**src/core/pusts_pkg.sv**
```systemverilog
// package of constants for the power-up strap sampler
package pusts_pkg;
	// configuration index/data port base addresses
	localparam logic [7:0] BASE_ADDR_DEFAULT = 8'h2e;
	localparam logic [7:0] BASE_ADDR_ALT = 8'h4e;
	// reset values of the latched straps (undriven pins read high)
	localparam logic STRAP_RESET_VALUE = 1'b1;
	// number of straps held, and their positions in the latched vector
	localparam int STRAP_COUNT = 6;
	localparam int POS_BASE = 0;
	localparam int POS_FLOAT = 1;
	localparam int POS_TREE = 2;
	localparam int POS_GENERAL = 3;
	localparam int POS_MAIN_RSV = 4;
	localparam int POS_STBY_RSV = 5;
	// cycles that straps are watched after reset release before the pins are freed
	localparam int SAMPLE_CYCLES = 4;
	localparam int CNT_W = 3;
endpackage

```
**src/core/pusts_strap_reg.sv**
```systemverilog
// per-bit strap latch holding the value captured at sampling time
`timescale 1ns/1ps
module pusts_strap_reg #(
	parameter int WIDTH = 6
) (
	input wire logic clk_sys,
	input wire logic rst_sync_n,
	input wire logic capture,
	input wire logic [WIDTH-1:0] pin_in,
	output logic [WIDTH-1:0] held
);
	typedef struct packed {
		logic [WIDTH-1:0] held;
	} pusts_reg_state_t;
	pusts_reg_state_t state;
	pusts_reg_state_t next_state;

	// load the pin levels only while capture is high
	always_comb begin
		next_state = state;
		for (int i = 0; i < WIDTH; i++) begin
			if (capture) begin
				next_state.held[i] = pin_in[i];
			end
		end
	end

	// reset leaves every strap at its undriven level
	always_ff @(posedge clk_sys or negedge rst_sync_n) begin
		if (!rst_sync_n) begin
			state <= '{held: {WIDTH{pusts_pkg::STRAP_RESET_VALUE}}};
		end else begin
			state <= next_state;
		end
	end

	assign held = state.held;
endmodule // pusts_strap_reg

```
**src/core/pusts_sampler.sv**
```systemverilog
// power-up strap sampler: captures straps and applies base address, float and tree test
`timescale 1ns/1ps
module pusts_sampler #(
	parameter int CHAIN_W = 16
) (
	input wire logic clk_sys,
	input wire logic rst_n,
	input wire logic base_address_strap,
	input wire logic float_pins_strap,
	input wire logic tree_check_strap,
	input wire logic main_general_strap,
	input wire logic main_reserved_strap,
	input wire logic standby_reserved_strap,
	input wire logic [CHAIN_W-1:0] chain_pins,
	output logic [7:0] config_index_addr,
	output logic [7:0] config_data_addr,
	output logic float_pins,
	output logic tree_mode,
	output logic general_strap,
	output logic sampling_done,
	output logic serial_pins_enable,
	output logic chain_out,
	output logic chain_out_oe
);
	// ----------------------------------------------------------------
	// reset release
	// ----------------------------------------------------------------
	logic [1:0] rst_pipe;
	logic rst_sync_n;

	// two-stage release of the asynchronous power-up reset
	always_ff @(posedge clk_sys or negedge rst_n) begin
		if (!rst_n) begin
			rst_pipe <= 2'b00;
		end else begin
			rst_pipe <= {rst_pipe[0], 1'b1};
		end
	end
	assign rst_sync_n = rst_pipe[1];

	// ----------------------------------------------------------------
	// sampling sequencer
	// ----------------------------------------------------------------
	typedef enum logic [1:0] {
		PUSTS_SAMPLE = 2'b01,
		PUSTS_HOLD = 2'b10
	} pusts_phase_t;

	typedef struct packed {
		pusts_phase_t phase;
		logic [pusts_pkg::CNT_W-1:0] cnt;
		logic chain;
	} pusts_state_t;

	pusts_state_t state;
	pusts_state_t next_state;
	logic capture;
	logic [pusts_pkg::STRAP_COUNT-1:0] pin_vec;
	logic [pusts_pkg::STRAP_COUNT-1:0] held;

	// watch the straps for a few cycles, then lock them and free the pins
	always_comb begin
		next_state = state;
		next_state.chain = ^chain_pins;
		unique case (state.phase)
			PUSTS_SAMPLE: begin
				if (state.cnt == pusts_pkg::CNT_W'(pusts_pkg::SAMPLE_CYCLES - 1)) begin
					next_state.phase = PUSTS_HOLD;
				end else begin
					next_state.cnt = state.cnt + 1'b1;
				end
			end
			PUSTS_HOLD: begin
				next_state.cnt = state.cnt;
			end
		endcase
	end

	always_ff @(posedge clk_sys or negedge rst_sync_n) begin
		if (!rst_sync_n) begin
			state <= '{phase: PUSTS_SAMPLE, cnt: '0, chain: 1'b0};
		end else begin
			state <= next_state;
		end
	end

	assign capture = (state.phase == PUSTS_SAMPLE);

	// ----------------------------------------------------------------
	// strap capture
	// ----------------------------------------------------------------
	always_comb begin
		pin_vec = '0;
		pin_vec[pusts_pkg::POS_BASE] = base_address_strap;
		pin_vec[pusts_pkg::POS_FLOAT] = float_pins_strap;
		pin_vec[pusts_pkg::POS_TREE] = tree_check_strap;
		pin_vec[pusts_pkg::POS_GENERAL] = main_general_strap;
		pin_vec[pusts_pkg::POS_MAIN_RSV] = main_reserved_strap;
		pin_vec[pusts_pkg::POS_STBY_RSV] = standby_reserved_strap;
	end

	pusts_strap_reg #(
		.WIDTH(pusts_pkg::STRAP_COUNT)
	) u_strap_reg (
		.clk_sys(clk_sys),
		.rst_sync_n(rst_sync_n),
		.capture(capture),
		.pin_in(pin_vec),
		.held(held)
	);

	// ----------------------------------------------------------------
	// applied configuration
	// ----------------------------------------------------------------
	// base pair selected by the latched address strap
	assign config_index_addr = held[pusts_pkg::POS_BASE] ? pusts_pkg::BASE_ADDR_DEFAULT
		: pusts_pkg::BASE_ADDR_ALT;
	assign config_data_addr = config_index_addr | 8'h01;
	// float wins if the board breaks the one-low-only arrangement
	assign float_pins = !held[pusts_pkg::POS_FLOAT];
	assign tree_mode = !held[pusts_pkg::POS_TREE] && held[pusts_pkg::POS_FLOAT];
	assign general_strap = held[pusts_pkg::POS_GENERAL];
	assign sampling_done = (state.phase == PUSTS_HOLD);
	// serial outputs stay off while sampling, in test and while floating
	assign serial_pins_enable = sampling_done && !float_pins && !tree_mode;
	assign chain_out = tree_mode ? state.chain : 1'b0;
	assign chain_out_oe = sampling_done && tree_mode && !float_pins;

	// ----------------------------------------------------------------
	// checks
	// ----------------------------------------------------------------
	property p_base_sel;
		@(posedge clk_sys) disable iff (!rst_sync_n)
		sampling_done |-> (config_index_addr == (held[0] ? 8'h2e : 8'h4e));
	endproperty
	a_base_sel: assert property (p_base_sel) else $error("wrong base address");

	property p_float;
		@(posedge clk_sys) disable iff (!rst_sync_n)
		float_pins |-> !serial_pins_enable && !chain_out_oe;
	endproperty
	a_float: assert property (p_float) else $error("pin driven while floating");

	property p_tree;
		@(posedge clk_sys) disable iff (!rst_sync_n)
		(sampling_done && !held[2] && held[1]) |-> tree_mode && chain_out_oe;
	endproperty
	a_tree: assert property (p_tree) else $error("tree mode not entered");

	property p_chain;
		@(posedge clk_sys) disable iff (!rst_sync_n)
		tree_mode ##1 tree_mode |-> chain_out == $past(^chain_pins);
	endproperty
	a_chain: assert property (p_chain) else $error("chain result wrong");

	property p_general;
		@(posedge clk_sys) disable iff (!rst_sync_n)
		sampling_done |-> general_strap == held[3];
	endproperty
	a_general: assert property (p_general) else $error("general strap wrong");

	property p_done_time;
		@(posedge clk_sys) disable iff (!rst_sync_n)
		$rose(rst_sync_n) |-> !sampling_done [*4] ##1 sampling_done;
	endproperty
	a_done_time: assert property (p_done_time) else $error("sampling length wrong");

	property p_serial_wait;
		@(posedge clk_sys) disable iff (!rst_sync_n)
		!sampling_done |-> !serial_pins_enable;
	endproperty
	a_serial_wait: assert property (p_serial_wait) else $error("serial early");

	property p_hold;
		@(posedge clk_sys) disable iff (!rst_sync_n)
		sampling_done ##1 sampling_done |-> $stable(held);
	endproperty
	a_hold: assert property (p_hold) else $error("straps changed after lock");

	property p_reserved;
		@(posedge clk_sys) disable iff (!rst_sync_n)
		sampling_done ##1 sampling_done |-> $stable(config_index_addr) && $stable(float_pins);
	endproperty
	a_reserved: assert property (p_reserved) else $error("config moved");

	// once locked the block stays locked until the next power-up reset
	property p_done_stays;
		@(posedge clk_sys) disable iff (!rst_sync_n)
		sampling_done |=> sampling_done;
	endproperty
	a_done_stays: assert property (p_done_stays) else $error("lock lost");

	// data port always sits one above the index port
	property p_data_pair;
		@(posedge clk_sys) disable iff (!rst_sync_n)
		sampling_done |-> config_data_addr == (config_index_addr + 8'h01);
	endproperty
	a_data_pair: assert property (p_data_pair) else $error("data port wrong");

	// no strap is taken once the pins are handed back
	property p_no_late_capture;
		@(posedge clk_sys) disable iff (!rst_sync_n)
		sampling_done |-> !capture;
	endproperty
	a_no_late_capture: assert property (p_no_late_capture) else $error("late capture");

	// chain output is silent outside test mode
	property p_chain_quiet;
		@(posedge clk_sys) disable iff (!rst_sync_n)
		!tree_mode |-> !chain_out && !chain_out_oe;
	endproperty
	a_chain_quiet: assert property (p_chain_quiet) else $error("chain out of test");

	// shared base-address pin is not driven while straps are still read
	property p_chain_late;
		@(posedge clk_sys) disable iff (!rst_sync_n)
		!sampling_done |-> !chain_out_oe;
	endproperty
	a_chain_late: assert property (p_chain_late) else $error("chain drive early");

	// floating overrides the tree test when both straps read low
	property p_float_wins;
		@(posedge clk_sys) disable iff (!rst_sync_n)
		float_pins |-> !tree_mode;
	endproperty
	a_float_wins: assert property (p_float_wins) else $error("tree while floating");
endmodule // pusts_sampler

```
**config.mk**
```make
export PLATFORM = sky130hd
export DESIGN_NAME = pusts_sampler
export DESIGN_NICKNAME = d
export VERILOG_FILES = /design/src/core/pusts_pkg.sv /design/src/core/pusts_strap_reg.sv /design/src/core/pusts_sampler.sv
export SDC_FILE = /design/constraint.sdc
export NUM_CORES = 1
export LEC_CHECK = 0
export BUFFER_PORTS_ARGS = -buffer_cell sky130_fd_sc_hd__buf_2
export CAP_MARGIN = 25
export CORE_ASPECT_RATIO = 1.1
export CORE_MARGIN = 10
export CORE_UTILIZATION = 37
export CTS_CLUSTER_DIAMETER = 100
export DETAILED_ROUTE_END_ITERATION = 7
export PLACE_DENSITY = 0.74
export SLEW_MARGIN = 20
export SYNTH_ARGS = -nofsm -noshare
export SYNTH_HDL_FRONTEND = slang
export SYNTH_SLANG_ARGS = --single-unit
```
**constraint.sdc**
```tcl
create_clock -name clk_sys -period 1.1 [get_ports clk_sys]
set_input_delay 0.33 -clock clk_sys [delete_from_list [all_inputs] [get_ports clk_sys]]
set_output_delay 0.33 -clock clk_sys [all_outputs]
set_load 0.01 [all_outputs]
```
==> flow_metrics.env, run 1 <==
export IMPL_fp_coreArea_um2=1842
export IMPL_drive_above_1_share_pct=59.48
export IMPL_power_switching_w=0.0002689
export IMPL_synth_cells=71
export IMPL_ys_ff_latch=12
export IMPL_setup_worst_path_start_class="flop"
export IMPL_p_comb_share_pct=24.9
export IMPL_r2r_slack_ps=-370
export IMPL_p_sw_share_pct=24.54
export IMPL_fmax_mhz=615.3
export IMPL_gr_total_overflow=0
export IMPL_clkPwrFrac_pct=31.5
export IMPL_syn_area_um2=744.5
export IMPL_antenna_found_initial=0
export IMPL_fillers=165
export IMPL_power_density_nw_per_um2=964.5
export IMPL_drc_errors=0
export IMPL_initial_utilization_pct=40.42
export IMPL_track_usage_pct=8.977
export IMPL_cts_tree="yes"
export IMPL_dieArea_um2=4208
export IMPL_io_buffers=32
export IMPL_grt_pass1_wl_um=2987
export IMPL_rsz0062_at_grt="yes"
export IMPL_multi_input_area_um2=396.6
export IMPL_ctsRootBufferMaster="clkbuf_4"
export IMPL_synth_warnings=0
export IMPL_startpoint="state[4]"
export IMPL_status="finished, violations left"
export IMPL_vias=589
export IMPL_placed_area_um2=924.6
export IMPL_clock_skew_final_ps=1.315
export IMPL_violations="setup timing"
export IMPL_fin_area_um2=1136
export IMPL_nets=143
export IMPL_holdCritPathClass="reg2async"
export IMPL_ys_types=21
export IMPL_dp_hpwl_um=1407
export IMPL_firstDrtPassIters=2
export IMPL_wl_um=1820
export IMPL_final_cell_mix="22 x buf_2, 15 x xnor2_1, 14 x buf_6"
export IMPL_worstPathRequired_ps=770
export IMPL_end_kind="output port"
export IMPL_pre_cts_ws_ps=-281.8
export IMPL_placedCellCount=131
export IMPL_num_antenna_cells=0
export IMPL_period_minus_slack_ps=1625
export IMPL_cp_arrival_ps=1300
export IMPL_setup_viol=18
export IMPL_final_common_cell="buf_2"
export IMPL_place_congestion=0.6573
export IMPL_vdd_drop_max_v=0.0006076
export IMPL_leakage_nw=0.5638
export IMPL_finalWorstSetupSlack_ps=-525.3
export IMPL_area_delta_synth_final_pct=52.61
export IMPL_synth_seq_area_share_pct=41.18
export IMPL_cts_path_max_buffers=2
export IMPL_regArea_um2=306.5
export IMPL_p_seq_share_pct=43.5
export IMPL_final_hold_viol_count=0
export IMPL_die_x_um=62.77
export IMPL_maxSlewViolCount=0
export IMPL_cts_max_level=1
export IMPL_viasPerCell=4.119
export IMPL_synth_avg_cell_area_um2=10.49
export IMPL_rows=16
export IMPL_fin_cells=143
export IMPL_worstSkewPairLatency_ps=270
export IMPL_path_class="reg2out"
export IMPL_io_pins=47
export IMPL_fin_crit_sh_pct=147.8
export IMPL_grt_pass1_vias=719
export IMPL_wl_per_cell_um=12.73
export IMPL_clock_sinks=12
export IMPL_crit_fanout=2
export IMPL_numCtsBuffers=3
export IMPL_cap_violations=0
export IMPL_die_y_um=67.05
export IMPL_p_int_w=0.0008268
export IMPL_drt_iter0_markers=6
export IMPL_r2r_start="state[4]"
export IMPL_clk_pin_slew_ps=70
export IMPL_grt_max_degree=11
export IMPL_hold_ws_ps=161.2
export IMPL_final_antenna_net_count=0
export IMPL_power_w=0.001096
## cell usage after synthesis
cell | count | area, um2
o21ai_1 | 1 | 5.000
mux2_2 | 2 | 22.52
nor2b_1 | 1 | 6.260
mux2_4 | 1 | 15.01
conb_1 | 2 | 7.510
xnor2_1 | 15 | 131.4
nor4_1 | 1 | 6.260
buf_4 | 16 | 120.1
nand2_1 | 5 | 18.77
o21ai_0 | 2 | 10.01
xor2_1 | 1 | 8.760
a21o_4 | 1 | 15.01
and3_1 | 1 | 6.260
dfrtp_1 | 7 | 175.2
nor2_1 | 1 | 3.750
and2_1 | 1 | 6.260
ha_1 | 2 | 25.02
dfstp_2 | 5 | 131.4
inv_1 | 4 | 15.01
a21boi_0 | 1 | 7.510
and2b_1 | 1 | 7.510
## critical path, cell delays in order (launching register included)
cell     delay, ps
dfstp_2        530
and2b_2        220
and3_4         160
buf_6          110
## registers in the layout (all words and copies together) (netlist names)
name              count
state                 6
u_strap_reg.held      4
rst_pipe              2
## cells by family (layout without fill, tap and decap cells)
| kind of cell | Yosys count | in the layout | synth area share (%) |
|---|---|---|---|
| mux | 3 | 3 | 5.041 |
| simple gates | 11 | 11 | 7.397 |
| buf+inv | 20 | 54 | 18.15 |
| fa+ha+maj | 2 | 2 | 3.361 |
| other cells | 2 | 13 | 1.009 |
| compound gates | 5 | 5 | 5.041 |
| flops | 12 | 12 | 41.18 |
| xor+xnor | 16 | 16 | 18.82 |
## metrics by stage
| step | utilization, % | TNS [ps] |
|---|---|---|
| after floorplan | - | -1031 |
| after global placement | 50.20 | -1710 |
| after detailed placement | 50.20 | -2035 |
| after CTS | 59.85 | -5275 |
| after global routing | 61.68 | -6044 |
| final | 61.68 | -5265 |
## routing by layer
metal	track usage, %	wire length (um)
met4	4.190	21
met2	16.92	946
met5	0	0
met3	3.512	135
met1	8.507	717
## layout make-up
cell class	instances	area share, %
timing repair buffer	46	30.40
clock buffer	4	3.194
inverter	4	1.542
tap	27	2.974
sequential	12	26.98
multi-input combinational	50	34.91
## path summary, 6_finish.rpt
check / cells after the start / endpoint
hold reg to reg: 0 / state[1]
min in group clk_sys: 3 / u_strap_reg.held[1]
max in group asynchronous: 0 / state[4]
setup / recovery: 3 / serial_pins_enable
hold / removal: 0 / state[1]
setup reg to reg: 4 / state[2]
## power groups by stage
| stage | clock network [W] | registers [W] | logic, W |
|---|---|---|---|
| CTS | 0.000359 | 0.000477 | 0.000270 |
| global placement | 0 | 0.000485 | 0.000237 |
| floorplan | 0 | 0.000482 | 0.000201 |
| global route | 0.000369 | 0.000480 | 0.000300 |
| finish | 0.000345 | 0.000477 | 0.000273 |
| detailed placement | 0 | 0.000486 | 0.000242 |
## what timing repair did
item                                    in CTS  in global routing
setup buffers                                5                  3
endpoints found under the hold margin        2                  0
pin swaps                                    2                  4
resized for setup                           23                  4
hold buffers                                 1                  0
endpoints found under the setup margin      20                 20
(Power assumes the default switching activity.)
==> run 2, diff against run 1 <==
- CORE_UTILIZATION: 37 -> 39
- PLACE_DENSITY: 0.74 -> 0.75
- SYNTH_HIERARCHICAL: unset -> 1
==> flow_metrics.env, run 2 <==
export IMPL_status="finished, violations left"
export IMPL_violations="setup timing"
export IMPL_r2r_start="state[4]"
export IMPL_firstDrtPassIters=2
export IMPL_ctsRootBufferMaster="clkbuf_4"
export IMPL_rows=16
export IMPL_clk_pin_slew_ps=70
export IMPL_grt_pass1_wl_um=2656
export IMPL_fillers=148
export IMPL_fin_crit_sh_pct=149.0
export IMPL_p_int_w=0.0007084
export IMPL_holdCritPathClass="reg2async"
export IMPL_drive_above_1_share_pct=61.95
export IMPL_syn_area_um2=759.5
export IMPL_fmax_mhz=610.2
export IMPL_p_sw_share_pct=25.19
export IMPL_rsz0062_at_grt="yes"
export IMPL_cap_violations=0
export IMPL_cp_arrival_ps=1310
export IMPL_placed_area_um2=948.4
export IMPL_grt_max_degree=11
export IMPL_setup_worst_path_start_class="flop"
export IMPL_gr_total_overflow=0
export IMPL_initial_utilization_pct=41.69
export IMPL_io_pins=47
export IMPL_period_minus_slack_ps=1639
export IMPL_grt_pass1_vias=667
export IMPL_area_delta_synth_final_pct=49.59
export IMPL_p_comb_share_pct=20.3
export IMPL_setup_viol=18
export IMPL_synth_avg_cell_area_um2=11.17
export IMPL_synth_warnings=6
export IMPL_dieArea_um2=4115
export IMPL_largest_register="state"
export IMPL_startpoint="state[4]"
export IMPL_fin_cells=140
export IMPL_path_class="reg2out"
export IMPL_track_usage_pct=8.295
export IMPL_cts_tree="yes"
export IMPL_fp_coreArea_um2=1822
export IMPL_final_antenna_net_count=0
export IMPL_crit_fanout=3
export IMPL_dp_hpwl_um=1377
export IMPL_leakage_nw=0.5557
export IMPL_nets=140
export IMPL_drc_errors=0
export IMPL_worstPathRequired_ps=770
export IMPL_worstSkewPairLatency_ps=270
export IMPL_largest_reg_flops=6
export IMPL_die_y_um=66.29
export IMPL_clock_skew_final_ps=3.300
export IMPL_end_kind="output port"
export IMPL_vdd_drop_max_v=0.0004804
export IMPL_final_cell_mix="22 x buf_2, 14 x xnor2_1, 13 x conb_1, 13 x buf_6, 8 x buf_4"
export IMPL_power_switching_w=0.0002386
export IMPL_final_common_cell="buf_2"
export IMPL_io_buffers=32
export IMPL_viasPerCell=4.050
export IMPL_vias=567
export IMPL_num_antenna_cells=0
export IMPL_p_seq_share_pct=50.6
export IMPL_cts_max_level=1
export IMPL_power_density_nw_per_um2=833.5
export IMPL_cts_path_max_buffers=2
export IMPL_die_x_um=62.08
export IMPL_clkPwrFrac_pct=29.1
export IMPL_synth_cells=68
export IMPL_placedCellCount=128
export IMPL_fin_area_um2=1136
export IMPL_final_hold_viol_count=0
export IMPL_clock_sinks=12
export IMPL_drt_iter0_markers=4
export IMPL_wl_per_cell_um=12.23
export IMPL_maxSlewViolCount=0
export IMPL_finalWorstSetupSlack_ps=-538.8
export IMPL_antenna_found_initial=0
export IMPL_numCtsBuffers=3
export IMPL_hold_ws_ps=165.8
export IMPL_place_congestion=0.6726
export IMPL_wl_um=1712
-- run 2: cell type report --
class,instances,area (um2),share of cell area (%)
multi-input combinational,48,405.4,35.68
timing repair buffer,45,346.6,30.51
sequential,12,306.5,26.98
tap,27,33.78,2.974
clock buffer,4,26.28,2.313
inverter,4,17.52,1.542
-- run 2: per-stage QoR --
step | total power (W) | util [%] | TNS, ps | setup slack (ps)
after global placement | 0.0006647 | 52.06 | -2172 | -260.8
final | 0.0009469 | 62.36 | -6397 | -538.8
after floorplan | 0.0006445 | - | -1331 | -267.6
after detailed placement | 0.0006772 | 52.06 | -2397 | -283.2
after global routing | 0.001003 | 62.36 | -7160 | -580.3
after CTS | 0.0009634 | 58.86 | -5662 | -553.0
-- run 2: path summary, 6_finish.rpt --
path / to / slack [ps] / cells after the start
setup / recovery: serial_pins_enable / -540 / 3
hold / removal: state[0] / 170 / 0
setup reg to reg: state[2] / -480 / 5
hold reg to reg: state[0] / 170 / 0
max in group asynchronous: state[4] / 610 / 0
min in group clk_sys: u_strap_reg/held[0] / 300 / 2
-- run 2: metal layers --
metal | GRT usage (%) | up-vias | share of wire (%)
met2 | 13.46 | 39 | 47
li1 | - | 272 | -
met3 | 3.269 | 4 | 10
met5 | 0 | - | 0
met1 | 8.991 | 252 | 42
met4 | 4.190 | 0 | 0.93
-- run 2: power by group through the flow --
stage	combinational (W)	sequential [W]	clock, W
after floorplan	0.000162	0.000482	0
after global placement	0.000179	0.000485	0
after detailed placement	0.000187	0.000490	0
after CTS	0.000191	0.000481	0.000291
after global routing	0.000214	0.000482	0.000308
final	0.000192	0.000479	0.000275
-- run 2: worst max-delay path, cell delays in order, from the launching register on --
cell and delay, ps:
dfstp_2 530, and2b_2 230, and3_4 170, buf_6 110
-- run 2: what timing repair did --
action / 4_1_cts / 5_1_grt
endpoints found under the setup margin: 18 / 19
endpoints found under the hold margin: 2 / 0
gates resized for setup: 12 / 9
pin swaps: 4 / 0
setup buffers: 3 / 5
hold buffers: 1 / 0
==> run 3, diff against run 2 <==
- CELL_PAD_IN_SITES_DETAIL_PLACEMENT: unset -> 1
- CELL_PAD_IN_SITES_GLOBAL_PLACEMENT: unset -> 1
- CORE_UTILIZATION: 39 -> 29
- PLACE_DENSITY: 0.75 -> unset
- PLACE_DENSITY_LB_ADDON: unset -> 0.1
==> flow_metrics.env, run 3 (synthesis results as in run 2) <==
export IMPL_status="finished, violations left"
export IMPL_violations="setup timing"
export IMPL_drive_above_1_share_pct=60.36
export IMPL_path_class="reg2out"
export IMPL_firstDrtPassIters=2
export IMPL_grt_pass1_vias=589
export IMPL_cp_top_family="flip-flops"
export IMPL_wl_um=1697
export IMPL_wl_met2_um=853
export IMPL_holdCritPathClass="reg2async"
export IMPL_finalWorstSetupSlack_ps=-535.2
export IMPL_cts_path_max_buffers=2
export IMPL_die_x_um=68.80
export IMPL_area_delta_synth_final_pct=49.42
export IMPL_fin_crit_sh_pct=148.7
export IMPL_cp_num_buf_inv=1
export IMPL_io_pins=47
export IMPL_critical_path_max_stage_delay_ps=530
export IMPL_vdd_drop_max_v=0.0004946
export IMPL_crit_fanout=3
export IMPL_routed_top_layer="met4"
export IMPL_dieArea_um2=5068
export IMPL_dp_hpwl_um=1437
export IMPL_setup_viol=18
export IMPL_leakage_nw=0.5468
export IMPL_crit_slowest_cell="dfstp_2"
export IMPL_route_met3_wl_um=168
export IMPL_fillers=280
export IMPL_fp_coreArea_um2=2496
export IMPL_fmax_mhz=611.5
export IMPL_cts_max_level=1
export IMPL_gr_total_overflow=0
export IMPL_period_minus_slack_ps=1635
export IMPL_final_hold_viol_count=0
export IMPL_fin_area_um2=1135
export IMPL_end_kind="output port"
export IMPL_initial_utilization_pct=30.43
export IMPL_cts_tree="yes"
export IMPL_nets=138
export IMPL_cap_violations=0
export IMPL_drc_errors=0
export IMPL_clock_sinks=12
export IMPL_final_cell_mix="22 x buf_2, 14 x xnor2_1, 13 x conb_1, 13 x buf_6, 7 x dfrtp_1"
export IMPL_largest_register="state"
export IMPL_viasPerCell=3.866
export IMPL_clk_pin_slew_ps=80
export IMPL_maxSlewViolCount=0
export IMPL_final_common_cell="buf_2"
export IMPL_clock_skew_final_ps=3.886
export IMPL_ctsRootBufferMaster="clkbuf_4"
export IMPL_drt_iter0_markers=10
export IMPL_pre_cts_ws_ps=-296.9
export IMPL_track_usage_pct=6.231
export IMPL_antenna_found_initial=0
export IMPL_die_y_um=73.67
export IMPL_vias=549
export IMPL_largest_reg_flops=6
export IMPL_setup_worst_path_start_class="flop"
export IMPL_final_antenna_net_count=0
export IMPL_rows=19
export IMPL_rsz0062_at_grt="yes"
export IMPL_wl_per_cell_um=11.95
export IMPL_wl_met1_um=641
export IMPL_multi_input_area_um2=404.1
export IMPL_placed_area_um2=968.4
export IMPL_path_cells="and2b_2 -> and3_4 -> buf_6"
export IMPL_regArea_um2=306.5
export IMPL_io_buffers=32
export IMPL_num_antenna_cells=0
export IMPL_worstSkewPairLatency_ps=260
export IMPL_place_congestion=0.6951
export IMPL_power_density_nw_per_um2=886.8
export IMPL_grt_max_degree=11
export IMPL_hold_ws_ps=151.2
export IMPL_numCtsBuffers=3
export IMPL_cp_arrival_ps=1310
export IMPL_worstPathRequired_ps=770
export IMPL_grt_pass1_wl_um=2449
==> run 3: metal layers <==
layer,global-route usage (%),up-vias
met1,6.638,248
met3,1.216,2
met4,4.605,0
met5,0,-
li1,-,270
met2,10.46,29
==> run 3: final timing paths <==
path	from	endpoint	slack [ps]	depth (start not counted)
setup / recovery	state[4]	serial_pins_enable	-540	3
min in group clk_sys	float_pins_strap	u_strap_reg/held[1]	300	2
hold reg to reg	rst_pipe[1]	state[5]	150	0
setup reg to reg	state[4]	state[2]	-460	5
max in group asynchronous	rst_n	rst_pipe[0]	620	2
hold / removal	rst_pipe[1]	state[5]	150	0
==> run 3: cell type report <==
cell class                      count  share of cell area (%)
Timing Repair Buffer               43                   29.22
Clock buffer                        4                   3.197
Multi-Input combinational cell     48                   35.61
Sequential cell                    12                   27.01
Tap cell                           31                   3.418
Inverter                            4                   1.544
==> run 3: per-stage QoR <==
stage	total power [W]	setup TNS, ps	utilization, %	instances
2_1_floorplan	0.0006445	-1331	-	79
3_3_place_gp	0.0006663	-2402	38.80	134
3_5_place_dp	0.0006720	-2550	38.80	134
4_1_cts	0.001032	-5808	44.56	141
5_1_grt	0.001064	-6638	45.46	142
6_report	0.001006	-5703	45.46	142
==> run 3: where the power goes <==
part / total, W / switching (W) / internal (W)
Sequential: 0.000479 / 0.0000138 / 0.000465
Combinational: 0.000186 / 0.0000839 / 0.000102
Clock: 0.000341 / 0.000140 / 0.000201
Total: 0.00101 / 0.000238 / 0.000768
==> run 3: repair_timing <==
| item | 4_1_cts | 5_1_grt |
|---|---|---|
| gates resized for setup | 15 | 5 |
| hold buffers | 1 | 0 |
| pin swaps | 4 | 3 |
| hold endpoints to repair | 2 | 0 |
| gates cloned | 0 | 0 |
| endpoints found under the setup margin | 18 | 19 |
| setup buffers | 2 | 3 |
